## config.mk

```make
export PLATFORM = sky130hd
export DESIGN_NAME = wit_timer
export DESIGN_NICKNAME = d
export VERILOG_FILES = /design/src/verilog/wit_pkg.sv /design/src/verilog/wit_sync.sv /design/src/verilog/wit_timer.sv
export VERILOG_INCLUDE_DIRS = /design/src /design/src/verilog
export SDC_FILE = /design/constraint.sdc
export NUM_CORES = 1
export LEC_CHECK = 0
export BUFFER_PORTS_ARGS = -buffer_cell sky130_fd_sc_hd__buf_2
export CAP_MARGIN = 10
export CORE_MARGIN = 2
export CORE_UTILIZATION = 48
export DETAILED_ROUTE_END_ITERATION = 12
export PLACE_DENSITY_LB_ADDON = 0.1
export SYNTH_ARGS = -nofsm -noshare
export SYNTH_HDL_FRONTEND = slang
export SYNTH_SLANG_ARGS = --single-unit
```

## constraint.sdc

```tcl
create_clock -name clk -period 2.4 [get_ports clk]
set_input_delay 0.24 -clock clk [delete_from_list [all_inputs] [get_ports clk]]
set_output_delay 0.24 -clock clk [all_outputs]
set_load 0.01 [all_outputs]
```

## src/verilog/wit_regs.svh

```systemverilog
// Register offsets, field positions, reset values and counts of the timer
`ifndef WIT_REGS_SVH
`define WIT_REGS_SVH
`define WIT_CTRL_INDEX 16'hFF4A
`define WIT_CTRL_ADDR 18'h3FD28
`define WIT_BITSET_ADDR 18'h3FD2C
`define WIT_BITCLR_ADDR 18'h3FD30
`define WIT_STATUS_ADDR 18'h3FD34
`define WIT_CTRL_RESET 8'h00
`define WIT_CTRL_WMASK 8'hF3
`define WIT_SRC_BIT 7
`define WIT_SEL_HI 6
`define WIT_SEL_LO 4
`define WIT_RUN_BIT 1
`define WIT_EN_BIT 0
`define WIT_MAIN_DIV 128
`define WIT_PRE_BITS 9
`define WIT_CNT_BITS 5
`define WIT_SEL_MAX 3'h5
`define WIT_SEL_BASE 4
`endif

```

## src/verilog/wit_pkg.sv

```systemverilog
// Types shared by the watch interval timer
package wit_pkg;
  typedef logic [7:0] wit_ctrl_t;
  typedef enum logic [1:0] {
    WIT_BUS_IDLE,
    WIT_BUS_ANSWER
  } wit_bus_t;
endpackage : wit_pkg

```

## src/verilog/wit_sync.sv

```systemverilog
// Three-stage synchroniser with agreement filter for the sub clock pin
`timescale 1ns/1ps
module wit_sync (
  input wire logic clk,
  input wire logic resetn,
  input wire logic pin_in,
  output logic level_q,
  output logic rise
);
  logic s1_q;
  logic s2_q;
  logic s3_q;

  // First stage is read only by the second
  always_ff @(posedge clk) begin
    if (!resetn) begin
      s1_q <= 1'b0;
      s2_q <= 1'b0;
      s3_q <= 1'b0;
      level_q <= 1'b0;
    end else begin
      s1_q <= pin_in;
      s2_q <= s1_q;
      s3_q <= s2_q;
      if (s2_q == s3_q) begin
        level_q <= s3_q;
      end
    end
  end

  // Rising edge of the filtered level, one cycle early view
  assign rise = (s2_q == s3_q) && s3_q && !level_q;
endmodule : wit_sync

```

## src/verilog/wit_timer.sv

```systemverilog
// Watch timer with 9-bit prescaler, 5-bit counter and Avalon-MM control
`timescale 1ns/1ps
`include "wit_regs.svh"

// Operation
// Bit 7 selects counting clock: main clock over 128, or sub clock.
// Bits 6..4 pick interval 2^4..2^9 counting periods; other codes refused.
// Counter-run zero stops and clears the 5-bit counter; one runs it.
// Enable zero holds prescaler and counter cleared; one enables.
// Enable and run both set give a watch tick every half second.
// Clearing only run clears counter, prescaler keeps going; first tick early. Here it comes late: first carry only arms.
// Interval ticks share the interrupt and run alongside watch ticks.
// Counter starts one prescaler output cycle late after enabling.
// Reset loads control with zero: main clock, shortest code, stopped.
// Control accepts whole-byte writes and single-bit set or clear.
// Software writes zero to control bits 2 and 3.
// Software picks sub clock when an exact half second matters.
// Counter advances per 2^9 prescaler carry; wrap raises watch tick.
module wit_timer #(
  parameter int MAIN_DIV = `WIT_MAIN_DIV
) (
  input wire logic clk,
  input wire logic resetn,
  input wire logic [17:0] avs_address,
  input wire logic avs_read,
  input wire logic avs_write,
  input wire logic [31:0] avs_writedata,
  input wire logic [3:0] avs_byteenable,
  output logic [31:0] avs_readdata,
  output logic avs_waitrequest,
  output logic [1:0] avs_response,
  input wire logic sub_clock_pin,
  output logic tick_interrupt
);
  import wit_pkg::*;

  localparam int DW = $clog2(MAIN_DIV);

  initial begin
    if (MAIN_DIV < 2 || (1 << DW) != MAIN_DIV) begin
      $error("MAIN_DIV must be a power of two of at least 2");
    end
  end

  wit_ctrl_t watch_control_q;
  wit_ctrl_t ctrl_d;
  wit_bus_t bus_q;
  logic [DW-1:0] div_q;
  logic [`WIT_PRE_BITS-1:0] pre_q;
  logic [`WIT_CNT_BITS-1:0] cnt_q;
  logic armed_q;
  logic sub_level;
  logic sub_rise;
  logic [31:0] rdata_q;
  logic [1:0] resp_q;

  // Sub clock pin is asynchronous, so it is filtered first
  wit_sync u_sync (
    .clk(clk),
    .resetn(resetn),
    .pin_in(sub_clock_pin),
    .level_q(sub_level),
    .rise(sub_rise)
  );

  // Control fields
  wire timer_enable = watch_control_q[`WIT_EN_BIT];
  wire counter_run = watch_control_q[`WIT_RUN_BIT];
  wire clock_source_select = watch_control_q[`WIT_SRC_BIT];
  wire [2:0] interval_sel = watch_control_q[`WIT_SEL_HI:`WIT_SEL_LO];

  // Counting clock enable: divided main clock or sub clock edge
  wire main_tick = (div_q == {DW{1'b1}});
  wire counting_clock = clock_source_select ? sub_rise : main_tick;

  // Prescaler next value and carries
  wire [`WIT_PRE_BITS-1:0] pre_next = pre_q + 9'h001;
  wire pre_carry = counting_clock && (pre_q == 9'h1FF);

  // Interval tap: bit (3 + code) falls, i.e. every 2^(4+code) periods
  function automatic logic interval_hit(input logic [8:0] cur,
                                        input logic [8:0] nxt,
                                        input logic [2:0] code);
    logic [3:0] tap;
    tap = 4'(code) + 4'h3;
    interval_hit = cur[tap] && !nxt[tap];
  endfunction : interval_hit

  // Prohibited codes never fire
  wire code_ok = (interval_sel <= `WIT_SEL_MAX);
  wire interval_evt = timer_enable && counting_clock && code_ok &&
    interval_hit(pre_q, pre_next, interval_sel);
  wire watch_evt = timer_enable && counter_run && armed_q && pre_carry &&
    (cnt_q == 5'h1F);

  // Bus decode
  wire acc = (avs_read || avs_write) && (bus_q == WIT_BUS_IDLE);
  wire hit_ctrl = (avs_address == `WIT_CTRL_ADDR);
  wire hit_set = (avs_address == `WIT_BITSET_ADDR);
  wire hit_clr = (avs_address == `WIT_BITCLR_ADDR);
  wire hit_stat = (avs_address == `WIT_STATUS_ADDR);
  wire hit_any = hit_ctrl || hit_set || hit_clr || hit_stat;
  wire wr_lane = avs_byteenable[0];
  wire [7:0] wbyte = avs_writedata[7:0] & `WIT_CTRL_WMASK;

  // Byte write, bit set or bit clear; a bit write touches only its bits
  always_comb begin
    ctrl_d = watch_control_q;
    if (acc && avs_write && wr_lane) begin
      if (hit_ctrl) begin
        ctrl_d = wbyte;
      end else if (hit_set) begin
        ctrl_d = watch_control_q | wbyte;
      end else if (hit_clr) begin
        ctrl_d = watch_control_q & ~wbyte;
      end
    end
  end

  // Control register
  always_ff @(posedge clk) begin
    if (!resetn) begin
      watch_control_q <= `WIT_CTRL_RESET;
    end else begin
      watch_control_q <= ctrl_d;
    end
  end

  // Main clock divider runs free so source switches stay glitch free
  always_ff @(posedge clk) begin
    if (!resetn) begin
      div_q <= '0;
    end else begin
      div_q <= div_q + DW'(1);
    end
  end

  // Prescaler: cleared only by reset or the enable bit
  always_ff @(posedge clk) begin
    if (!resetn || !timer_enable) begin
      pre_q <= '0;
    end else if (counting_clock) begin
      pre_q <= pre_next;
    end
  end

  // First carry after run only arms the counter, hence a late start
  always_ff @(posedge clk) begin
    if (!resetn || !timer_enable || !counter_run) begin
      armed_q <= 1'b0;
    end else if (pre_carry) begin
      armed_q <= 1'b1;
    end
  end

  // 5-bit counter, cleared by run or enable low
  always_ff @(posedge clk) begin
    if (!resetn || !timer_enable || !counter_run) begin
      cnt_q <= '0;
    end else if (pre_carry && armed_q) begin
      cnt_q <= cnt_q + 5'h01;
    end
  end

  // Interrupt pulse, one clock wide, from either source
  always_ff @(posedge clk) begin
    if (!resetn) begin
      tick_interrupt <= 1'b0;
    end else begin
      tick_interrupt <= interval_evt || watch_evt;
    end
  end

  // Read mux
  wire [31:0] status_word = {14'h0000, sub_level, armed_q,
    3'h0, cnt_q, pre_q[7:0]};
  wire [31:0] rmux = hit_stat ? status_word :
    (hit_ctrl ? {24'h000000, watch_control_q} : 32'h00000000);

  // Every access waits one cycle, then answers
  always_ff @(posedge clk) begin
    if (!resetn) begin
      bus_q <= WIT_BUS_IDLE;
      rdata_q <= 32'h00000000;
      resp_q <= 2'h0;
    end else begin
      case (bus_q)
        WIT_BUS_IDLE: begin
          if (acc) begin
            bus_q <= WIT_BUS_ANSWER;
            rdata_q <= avs_read ? rmux : 32'h00000000;
            resp_q <= hit_any ? 2'h0 : 2'h2;
          end
        end
        default: begin
          bus_q <= WIT_BUS_IDLE;
        end
      endcase
    end
  end

  assign avs_waitrequest = (avs_read || avs_write) &&
    (bus_q != WIT_BUS_ANSWER);
  assign avs_readdata = rdata_q;
  assign avs_response = resp_q;

  // Assertions
  stop_clears_a: assert property (@(posedge clk) disable iff (!resetn)
    !timer_enable |=> (pre_q == 9'h000) && (cnt_q == 5'h00))
    else $error("prescaler or counter not cleared while disabled");
  run_clears_a: assert property (@(posedge clk) disable iff (!resetn)
    !counter_run |=> cnt_q == 5'h00)
    else $error("counter not cleared while run is low");
  keep_pre_a: assert property (@(posedge clk) disable iff (!resetn)
    timer_enable && $past(timer_enable) && !counting_clock |=>
    $stable(pre_q))
    else $error("prescaler moved without counting clock");
  bad_code_a: assert property (@(posedge clk) disable iff (!resetn)
    !code_ok && !watch_evt |=> !tick_interrupt)
    else $error("prohibited interval code raised interrupt");
  watch_tick_a: assert property (@(posedge clk) disable iff (!resetn)
    watch_evt |=> tick_interrupt ##1 (cnt_q == 5'h00))
    else $error("watch wrap did not raise interrupt");
  late_start_a: assert property (@(posedge clk) disable iff (!resetn)
    $rose(counter_run) |-> !armed_q ##1 (cnt_q == 5'h00))
    else $error("counter started without a lead carry");
  reset_ctrl_a: assert property (@(posedge clk)
    !resetn |=> watch_control_q == 8'h00)
    else $error("control not cleared by reset");
  bit_write_a: assert property (@(posedge clk) disable iff (!resetn)
    acc && avs_write && wr_lane && hit_set |=>
    watch_control_q == $past(watch_control_q | wbyte))
    else $error("bit set changed other bits");
  main_src_a: assert property (@(posedge clk) disable iff (!resetn)
    !clock_source_select && counting_clock |-> div_q == {DW{1'b1}})
    else $error("main counting clock off divider terminal");
  both_c: cover property (@(posedge clk) interval_evt && watch_evt);
  watch_c: cover property (@(posedge clk) watch_evt);
  sub_c: cover property (@(posedge clk) clock_source_select && interval_evt);
endmodule : wit_timer
```

* Word level (Yosys, flattened, before mapping)
Index checks and enable logic that the tools add are counted.
** Word-level totals
- Register bits after elaboration :: 70
- Bits of input ports :: 59
- Output and inout port bits :: 36
** Cells by class
- $add $sub $neg :: 4
- $lt $le $gt $ge :: 2
- Equal/unequal tests :: 8
- Mux-type cells :: 12
- Bitwise gates (word level) :: 4
- Reduce and logical (&&, ||, !) cells :: 33
** Operators with widths (number)
- $eq A18 B18 Y1 const B :: 4
- $mux W18 :: 2
- $mux W8 :: 4
- $logic_and A1 B1 Y1 :: 16
- $add A9 B1 Y9 const B :: 1
- $eq A9 B9 Y1 const B :: 1
- $and A8 B8 Y8 :: 1
- $bmux W1 S4 :: 2
- $not A8 Y8 :: 1
- $or A8 B8 Y8 :: 1
- $add A7 B1 Y7 const B :: 1
- $eq A7 B7 Y1 const B :: 1
- $logic_or A1 B1 Y1 :: 7
- $reduce_and A2 Y1 :: 3
- $add A5 B1 Y5 const B :: 1
- $eq A5 B5 Y1 const B :: 1
- $logic_not A1 Y1 :: 5
- $lt A4 B5 Y1 const B :: 1
- $add A3 B2 Y4 const B :: 1
- $le A3 B3 Y1 const B :: 1
- $mux W1 :: 3
- $reduce_bool A3 Y1 :: 1
- $logic_not A2 Y1 :: 1
- $mux W2 :: 1
- other kinds (2) :: 2

* Longest topological paths before layout
Gate-level depths: netlist of run 1.
- Depth in word-level cells :: 8
- Depth in mapped cells :: 10

* Cells and area by module
From an unflattened synthesis of run 1, not the netlist that was laid out.
** Unflattened totals
- Cells, all modules :: 296
- Area, all modules :: 2596.2 um^2
** Modules (own cells, without submodules)
- wit_timer :: times used 1, cells an instance 285, area an instance 2462.4 um^2
- wit_sync :: times used 1, cells an instance 11, area an instance 133.9 um^2

* Worst setup path after synthesis of run 1
OpenSTA, ideal clock, no wires.
- Path type :: flip-flop to flip-flop
- From :: register pre_q[0]
- To :: register tick_interrupt
- Data arrival time :: 2002 ps
- Data required time :: 2299 ps
- Slack :: 297 ps
- Stages on the path, launching flop included :: 11
- Path buffers :: 0
- Cells stage by stage :: dfxtp_1 > ha_1 > nand4_1 > or2_2 > nor2_1 > ha_1 > nor4bb_1 > nand4_1 > a21oi_1 > nand2_1 > o41ai_1
** Between the ends
- Word-level cells in the longest chain between the ends :: 7
- Elaborated cells between the ends (all ways) :: 13
- Classes of those cells :: add/sub: 1; eq/ne: 1; mux: 4; reduce/logical: 7
** RTL lines
- start: declaration :: line wit_timer.sv:49 : logic [`WIT_PRE_BITS-1:0] pre_q;
- start signal: assignment :: line wit_timer.sv:143 : pre_q <= pre_next;
- $add A9 B1 Y9 :: line wit_timer.sv:77 : wire [`WIT_PRE_BITS-1:0] pre_next = pre_q + 9'h001;
- net pre_next[8] :: line wit_timer.sv:77
- $bmux W1 S4 :: line wit_timer.sv:86 : interval_hit = cur[tap] && !nxt[tap];
- $mux W1 (not written as such) :: line wit_timer.sv:86
- $logic_not A1 Y1 :: line wit_timer.sv:86
- $logic_and A1 B1 Y1 :: line wit_timer.sv:86
- $logic_and A1 B1 Y1 :: line wit_timer.sv:91 : wire interval_evt = timer_enable && counting_clock && code_ok &&
- $logic_or A1 B1 Y1 :: line wit_timer.sv:170 : tick_interrupt <= interval_evt || watch_evt;
- end signal: assignment :: line wit_timer.sv:170
- end: declaration :: line wit_timer.sv:33 : output logic tick_interrupt
The timed path passes the listed nets, and every way through them passes these cells. The select of a mux whose other input is x is not followed.
A chain may end at the register's enable or synchronous reset.

* Worst setup path in the final report of run 1
Same ends and word-level chain as after synthesis.

==> out/qor.csv, run 1 <==
stage,metric,value,unit
logic_synthesis,syn_area_per_cell,8.60,µm²
clocking,cts.sinks,50,
timing,period_share,90.2,%
floorplanning,pin_count,95,
layout,drive_gt1_share,20.8,%
placed_design,hpwl,4240,µm
power_and_ir_drop,seqPwrFrac,57.5,%
timing,hold_slack,125,ps
clocking,ctsHoldBuffers,0,
grt,grt_pass1_wl,9360,µm
floorplanning,core,5140,µm²
job,cap_violations,0,
floorplanning,start_util,50.0,%
layout,design.final.nets,417,
clocking,cts_tree,yes,
logic_synthesis,synth_area_leaders,"dfxtp_1, nor2_1, buf_4",
setup_path,cp.depth,10,
timing,tns,0,ps
placed_design,routabilityCongestion,0.864,
logic_synthesis,synth_top_area_share,38.9,%
setup_path,reg2reg_from,pre_q[0],
timing,fin_crit,2160,ps
detailed_routing,drtIter0Drc,88,
detailed_routing,drt_first_pass_iters,4,
setup_path,start_kind,flop,
power_and_ir_drop,leakagePower,1.18,nW
placed_design,io_buffers,47,
floorplanning,std_cell_rows,26,
grt,grt_pass1_vias,2023,
setup_path,crit_end,tick_interrupt,
clocking,cts_setup_buffers,0,
floorplanning,die_h,77.2,µm
power_and_ir_drop,peakVddDrop,0.226,mV
setup_path,cp_slowest_stage_delay,350,ps
floorplanning,die_area,5960,µm²
setup_path,rr_endpoint,tick_interrupt,
setup_path,critical-path-slowest-cell,dfxtp_1,
timing,slew_viol_final,0,
detailed_routing,via_count,2187,
detailed_routing,antenna_left,0,
power_and_ir_drop,switching_share,25.7,%
grt,grt_use_total,19.1,%
clocking,h-tree-depth,2,
layout,diodes,0,
logic_synthesis,ys_types,45,
power_and_ir_drop,clkPwrFrac,36.0,%
logic_synthesis,yosysTopAreaCell,dfxtp_1,
setup_path,crit_path_end_kind,flop,
clocking,clk_pin_slew_worst_paths,100,ps
grt,overflow,0,
setup_path,critPathBufInv,0,
layout,area_growth,14.8,%
floorplanning,die_w,77.2,µm
setup_path,startpoint,pre_q[0],
clocking,cts-resized-gates,0,
clocking,clk_path_buf_depth,2,
power_and_ir_drop,power_frac_comb,6.5,%
power_and_ir_drop,p_sw,0.377,mW
clocking,cts_buffers,5,
setup_path,rrSetupSlack,240,ps
detailed_routing,drt_wl_total,5600,µm
logic_synthesis,synth_edf_count,0,
logic_synthesis,ys.flop_type,dfxtp_1,
setup_path,cp_max_fo,3,
clocking,clock_latency,310,ps
timing,finalHoldViolCount,0,
logic_synthesis,synthArstFlopShare,0,%
setup_path,cp_top_family,simple AND/OR/NAND/NOR gates,
worst_hold_path,hold_class,in2reg,
grt,antenna_found_initial,0,
setup_path,path_class,reg2reg,
clocking,root_buffer,clkbuf_8,
setup_path,crit_chain,"ha_1, nand4_1, or2_2, nor2_1, ha_1, nor4bb_1, nand4_1, a21oi_1, nand2_1, o41ai_1",
logic_synthesis,synth_area,2570,µm²
timing,setup_violations,0,
detailed_routing,wire_per_inst,13.3,µm
power_and_ir_drop,power.density,498,nW/µm²
setup_path,reg2regPathDepth,10,
logic_synthesis,synthCells,299,
detailed_routing,remaining_drc_errors,0,
grt,grt_max_degree,19,
detailed_routing,routed_via_density,5.19,
logic_synthesis,seq_area_frac_synth,38.9,%
status,status,completed,
timing,fmax,0.462,GHz
timing,finalClockSkew,9.55,ps
setup_path,cp.arrival,2360,ps
setup_path,cp.required,2590,ps
timing,rsz0062_at_grt,no,
logic_synthesis,yosysWarnings,0,
logic_synthesis,ys_seq_elements,50,
power_and_ir_drop,p_int,1.09,mW
==> logic make-up (layout without fill, tap and decap cells) <==
| logic type | count (synthesis) | after routing | share of synthesized area, % |
|---|---|---|---|
| and+or+nand+nor | 109 | 109 | 22.2 |
| buffers and inverters | 40 | 75 | 8.81 |
| adders and majority gates | 8 | 8 | 3.89 |
| xor gates and xnor gates | 18 | 18 | 6.13 |
| muxes | 5 | 5 | 2.43 |
| AOI/OAI and AO/OA | 68 | 68 | 17.5 |
| DFF | 50 | 50 | 38.9 |
| other | 1 | 18 | 0.146 |
==> layer usage <==
metal | share of wire [%] | track usage [%]
met1 | 48 | 25.1
met2 | 46 | 31.2
met3 | 4.7 | 4.24
met4 | 1.5 | 6.07
met5 | 0 | 0
==> cells in the mapped netlist (3+ instances only) <==
cell / n
dfxtp_1: 50
nor2_1: 38
a21oi_1: 18
buf_4: 18
nand2_1: 18
a22oi_1: 16
clkbuf_1: 13
xnor2_1: 13
nand3_1: 10
ha_1: 8
and2_1: 7
inv_1: 7
o21ai_0: 7
a21o_1: 6
nand4_1: 6
o21bai_1: 6
a211oi_1: 5
nand4b_1: 5
xor2_1: 5
a2bb2oi_1: 4
mux2i_1: 4
nand3b_1: 3
==> how the worst min path moves through the flow <==
stage | start | end | slack, ps | cells after the start
final | sub_clock_pin | u_sync.s1_q | 130 | 2
after global routing | sub_clock_pin | u_sync.s1_q | 130 | 2
after CTS | sub_clock_pin | u_sync.s1_q | 130 | 2
after detailed placement | u_sync.s1_q | u_sync.s2_q | 430 | 1
after global placement | u_sync.s1_q | u_sync.s2_q | 420 | 1
after floorplan | avs_writedata[0] | watch_control_q[0] | 350 | 1
==> flip-flops by register name (all words and copies together) (netlist names) <==
register         count
avs_readdata        15
avs_response         1
u_sync.s2_q          1
cnt_q                5
pre_q                9
armed_q              1
watch_control_q      6
u_sync.s1_q          1
bus_q                1
u_sync.s3_q          1
tick_interrupt       1
u_sync.level_q       1
div_q                7
==> layout make-up <==
type | count | area [µm²]
Fill cell | 471 | 2190
Multi-Input combinational cell | 226 | 1410
Sequential cell | 50 | 1000
Timing Repair Buffer | 60 | 333
Tap cell | 70 | 87.6
Clock buffer | 5 | 68.8
Clock inverter | 3 | 26.3
Inverter | 7 | 26.3
==> layout by cell type, fill, tap and decap left out, types with 5 or more instances in the layout <==
cell type   n
nor2_1     38
ha_1        8
xor2_1      5
o21ai_0     7
clkbuf_8    5
o21bai_1    6
nand4b_1    5
xnor2_1    13
a22oi_1    16
dfxtp_1    50
nand3_1    10
and2_1      7
nand2_1    18
conb_1     18
buf_4      13
a21o_1      6
a211oi_1    5
buf_2      47
a21oi_1    18
inv_1       7
nand4_1     6
==> power groups by stage <==
stage	Sequential, mW	Combinational, mW	Clock (mW)
2_1_floorplan	0.863	0.0767	0
3_3_place_gp	0.863	0.0944	0
3_5_place_dp	0.863	0.0956	0
4_1_cts	0.844	0.0957	0.538
5_1_grt	0.846	0.109	0.567
6_report	0.844	0.0958	0.528
==> through the flow <==
stage / utilization, % / total power [mW] / setup slack [ps] / cell area [µm²] / std cells
after global routing: 57.4 / 1.52 / 48.1 / 2950 / 421
after CTS: 57.4 / 1.48 / 243 / 2950 / 421
after detailed placement: 55.5 / 0.959 / 273 / 2850 / 413
final: 57.4 / 1.47 / 235 / 2950 / 421
after floorplan: - / 0.940 / 297 / 2630 / 316
after global placement: 55.5 / 0.957 / 270 / 2850 / 413
(Power assumes the default switching activity.)
==> run 2, diff against run 1 <==
--- a/config.mk
+++ b/config.mk
@@ -6,10 +6,11 @@
 export SDC_FILE = /design/constraint.sdc
 export NUM_CORES = 1
 export LEC_CHECK = 0
-export BUFFER_PORTS_ARGS = -buffer_cell sky130_fd_sc_hd__buf_2
+export BUFFER_PORTS_ARGS = -buffer_cell sky130_fd_sc_hd__buf_4
 export CAP_MARGIN = 10
 export CORE_MARGIN = 2
-export CORE_UTILIZATION = 48
+export CORE_UTILIZATION = 45
+export CTS_BUF_LIST = sky130_fd_sc_hd__clkbuf_4 sky130_fd_sc_hd__clkbuf_8 sky130_fd_sc_hd__clkbuf_16
 export DETAILED_ROUTE_END_ITERATION = 12
 export PLACE_DENSITY_LB_ADDON = 0.1
 export SYNTH_ARGS = -nofsm -noshare
==> run 2 against run 1 <==
Net effect: via count is 1.0% higher; sequential share of layout area decreased by 1.5 points; clock skew grew 0.76 ps; hold slack gained 6.1 ps; die area rose by 6.3%; highest routed layer unchanged; register-to-register slack improved by 20 ps; critical endpoint unchanged; critical path depth unchanged; sequential power about the same.
==> out/qor.csv, run 2 (synthesis results as in run 1) <==
stage,metric,value,unit
clocking,cts_buffers,5,
floorplanning,die_area,6330,µm²
timing,fmax,0.465,GHz
power_and_ir_drop,power.density,500,nW/µm²
grt,grt_max_degree,22,
layout,largest_reg_flops,15,
timing,period_share,89.5,%
layout,fin_util,56.0,%
timing,setup_violations,0,
clocking,root_buffer,clkbuf_8,
clocking,clk_pin_slew_worst_paths,90,ps
layout,fillerInstances,527,
detailed_routing,drt_first_pass_iters,4,
layout,final_cell_mix,"buf_4, dfxtp_1, nor2_1",
detailed_routing,routed_via_density,5.23,
floorplanning,pin_count,95,
detailed_routing,via_count,2209,
placed_design,dp.cells,415,
detailed_routing,routed-wl-met3,215,µm
power_and_ir_drop,leakagePower,1.21,nW
grt,overflow,0,
floorplanning,die_h,79.6,µm
setup_path,start_kind,flop,
floorplanning,die_w,79.6,µm
clocking,ctsHoldBuffers,0,
power_and_ir_drop,peakVddDrop,0.289,mV
placed_design,hpwl,4260,µm
placed_design,io_buffers,47,
grt,antenna_found_initial,0,
layout,layout_commonest_cell,buf_4,
setup_path,path_class,reg2reg,
status,status,completed,
floorplanning,core,5510,µm²
layout,area_growth,19.9,%
detailed_routing,remaining_drc_errors,0,
detailed_routing,drt_wl_total,5710,µm
floorplanning,start_util,46.7,%
setup_path,cp_max_fo,3,
clocking,cts.sinks,50,
worst_hold_path,hold_class,in2reg,
timing,fin_crit,2150,ps
clocking,clk_path_buf_depth,2,
timing,rsz0062_at_grt,no,
detailed_routing,drtIter0Drc,88,
clocking,cts_tree,yes,
grt,grt_pass1_wl,9400,µm
layout,drive_gt1_share,20.6,%
clocking,cts_setup_buffers,0,
setup_path,cp.arrival,2320,ps
setup_path,cp.required,2570,ps
timing,hold_slack,132,ps
timing,finalHoldViolCount,0,
timing,tns,0,ps
detailed_routing,dr_wl_met2,2700,µm
grt,grt_pass1_vias,1989,
clocking,h-tree-depth,2,
timing,slew_viol_final,0,
placed_design,routabilityCongestion,0.857,
detailed_routing,wire_per_inst,13.5,µm
floorplanning,std_cell_rows,27,
clocking,clock_latency,300,ps
job,cap_violations,0,
layout,design.final.nets,417,
layout,diodes,0,
setup_path,crit_path_end_kind,flop,
detailed_routing,top_layer,met4,
clocking,cts-resized-gates,0,
layout,fin_cells,422,
detailed_routing,drt-met1-wl,2750,µm
grt,grt_use_total,18.9,%
timing,finalClockSkew,10.3,ps
detailed_routing,antenna_left,0,
[run 2: changes by cell type in the layout (fill, tap and decap cells not counted)]
cell / previous run / this run
buf_4: 13 / 60
bufinv_16: 0 / 1
inv_6: 2 / 0
buf_2: 47 / 0
[run 2: worst max-delay path, cell delays in order (launching register included)]
cell      delay, ps
dfxtp_1         340
ha_1            180
nand4_1         140
or2_2           330
nor2_1          110
ha_1            250
nor4bb_1        270
nand4_1         120
a21oi_1         140
nand2_1          70
o41ai_1          80
[run 2: path summary, 6_finish.rpt]
kind | startpoint | to | slack (ps) | cells after the start
setup / recovery | pre_q[0] | tick_interrupt | 250 | 10
hold / removal | avs_writedata[1] | watch_control_q[1] | 130 | 2
setup reg to reg | pre_q[0] | tick_interrupt | 250 | 10
hold reg to reg | u_sync.s1_q | u_sync.s2_q | 440 | 1
[run 2: report_power, final]
part | internal [mW] | leakage, nW | switching (mW) | total [mW]
sequential | 0.838 | 0.404 | 0.00535 | 0.844
clock | 0.307 | 0.0542 | 0.281 | 0.588
combinational | 0.0520 | 0.753 | 0.0583 | 0.110
total | 1.20 | 1.21 | 0.345 | 1.54
[run 2: final cells by class]
| cell class | count | area [µm²] | share of cell area (%) |
|---|---|---|---|
| clock buffer | 5 | 68.8 | 2.23 |
| inverter | 7 | 26.3 | 0.853 |
| sequential | 50 | 1000 | 32.5 |
| multi-input combinational | 226 | 1410 | 45.6 |
| clock inverter | 2 | 38.8 | 1.26 |
| tap | 72 | 90.1 | 2.92 |
| timing repair buffer | 60 | 450 | 14.6 |
[run 2: routing by layer]
layer	vias to the layer above	track usage (%)
met3	2	4.98
met5	-	0
met2	44	29.9
li1	1113	-
met4	0	5.52
met1	1050	25.2
[run 2: per-stage QoR]
step | total power [mW] | cell area, µm² | setup slack (ps)
after floorplan | 0.940 | 2630 | 297
after global placement | 0.972 | 2970 | 254
after detailed placement | 0.974 | 2970 | 234
after CTS | 1.56 | 3080 | 246
after global routing | 1.61 | 3080 | 39.1
final | 1.54 | 3080 | 252
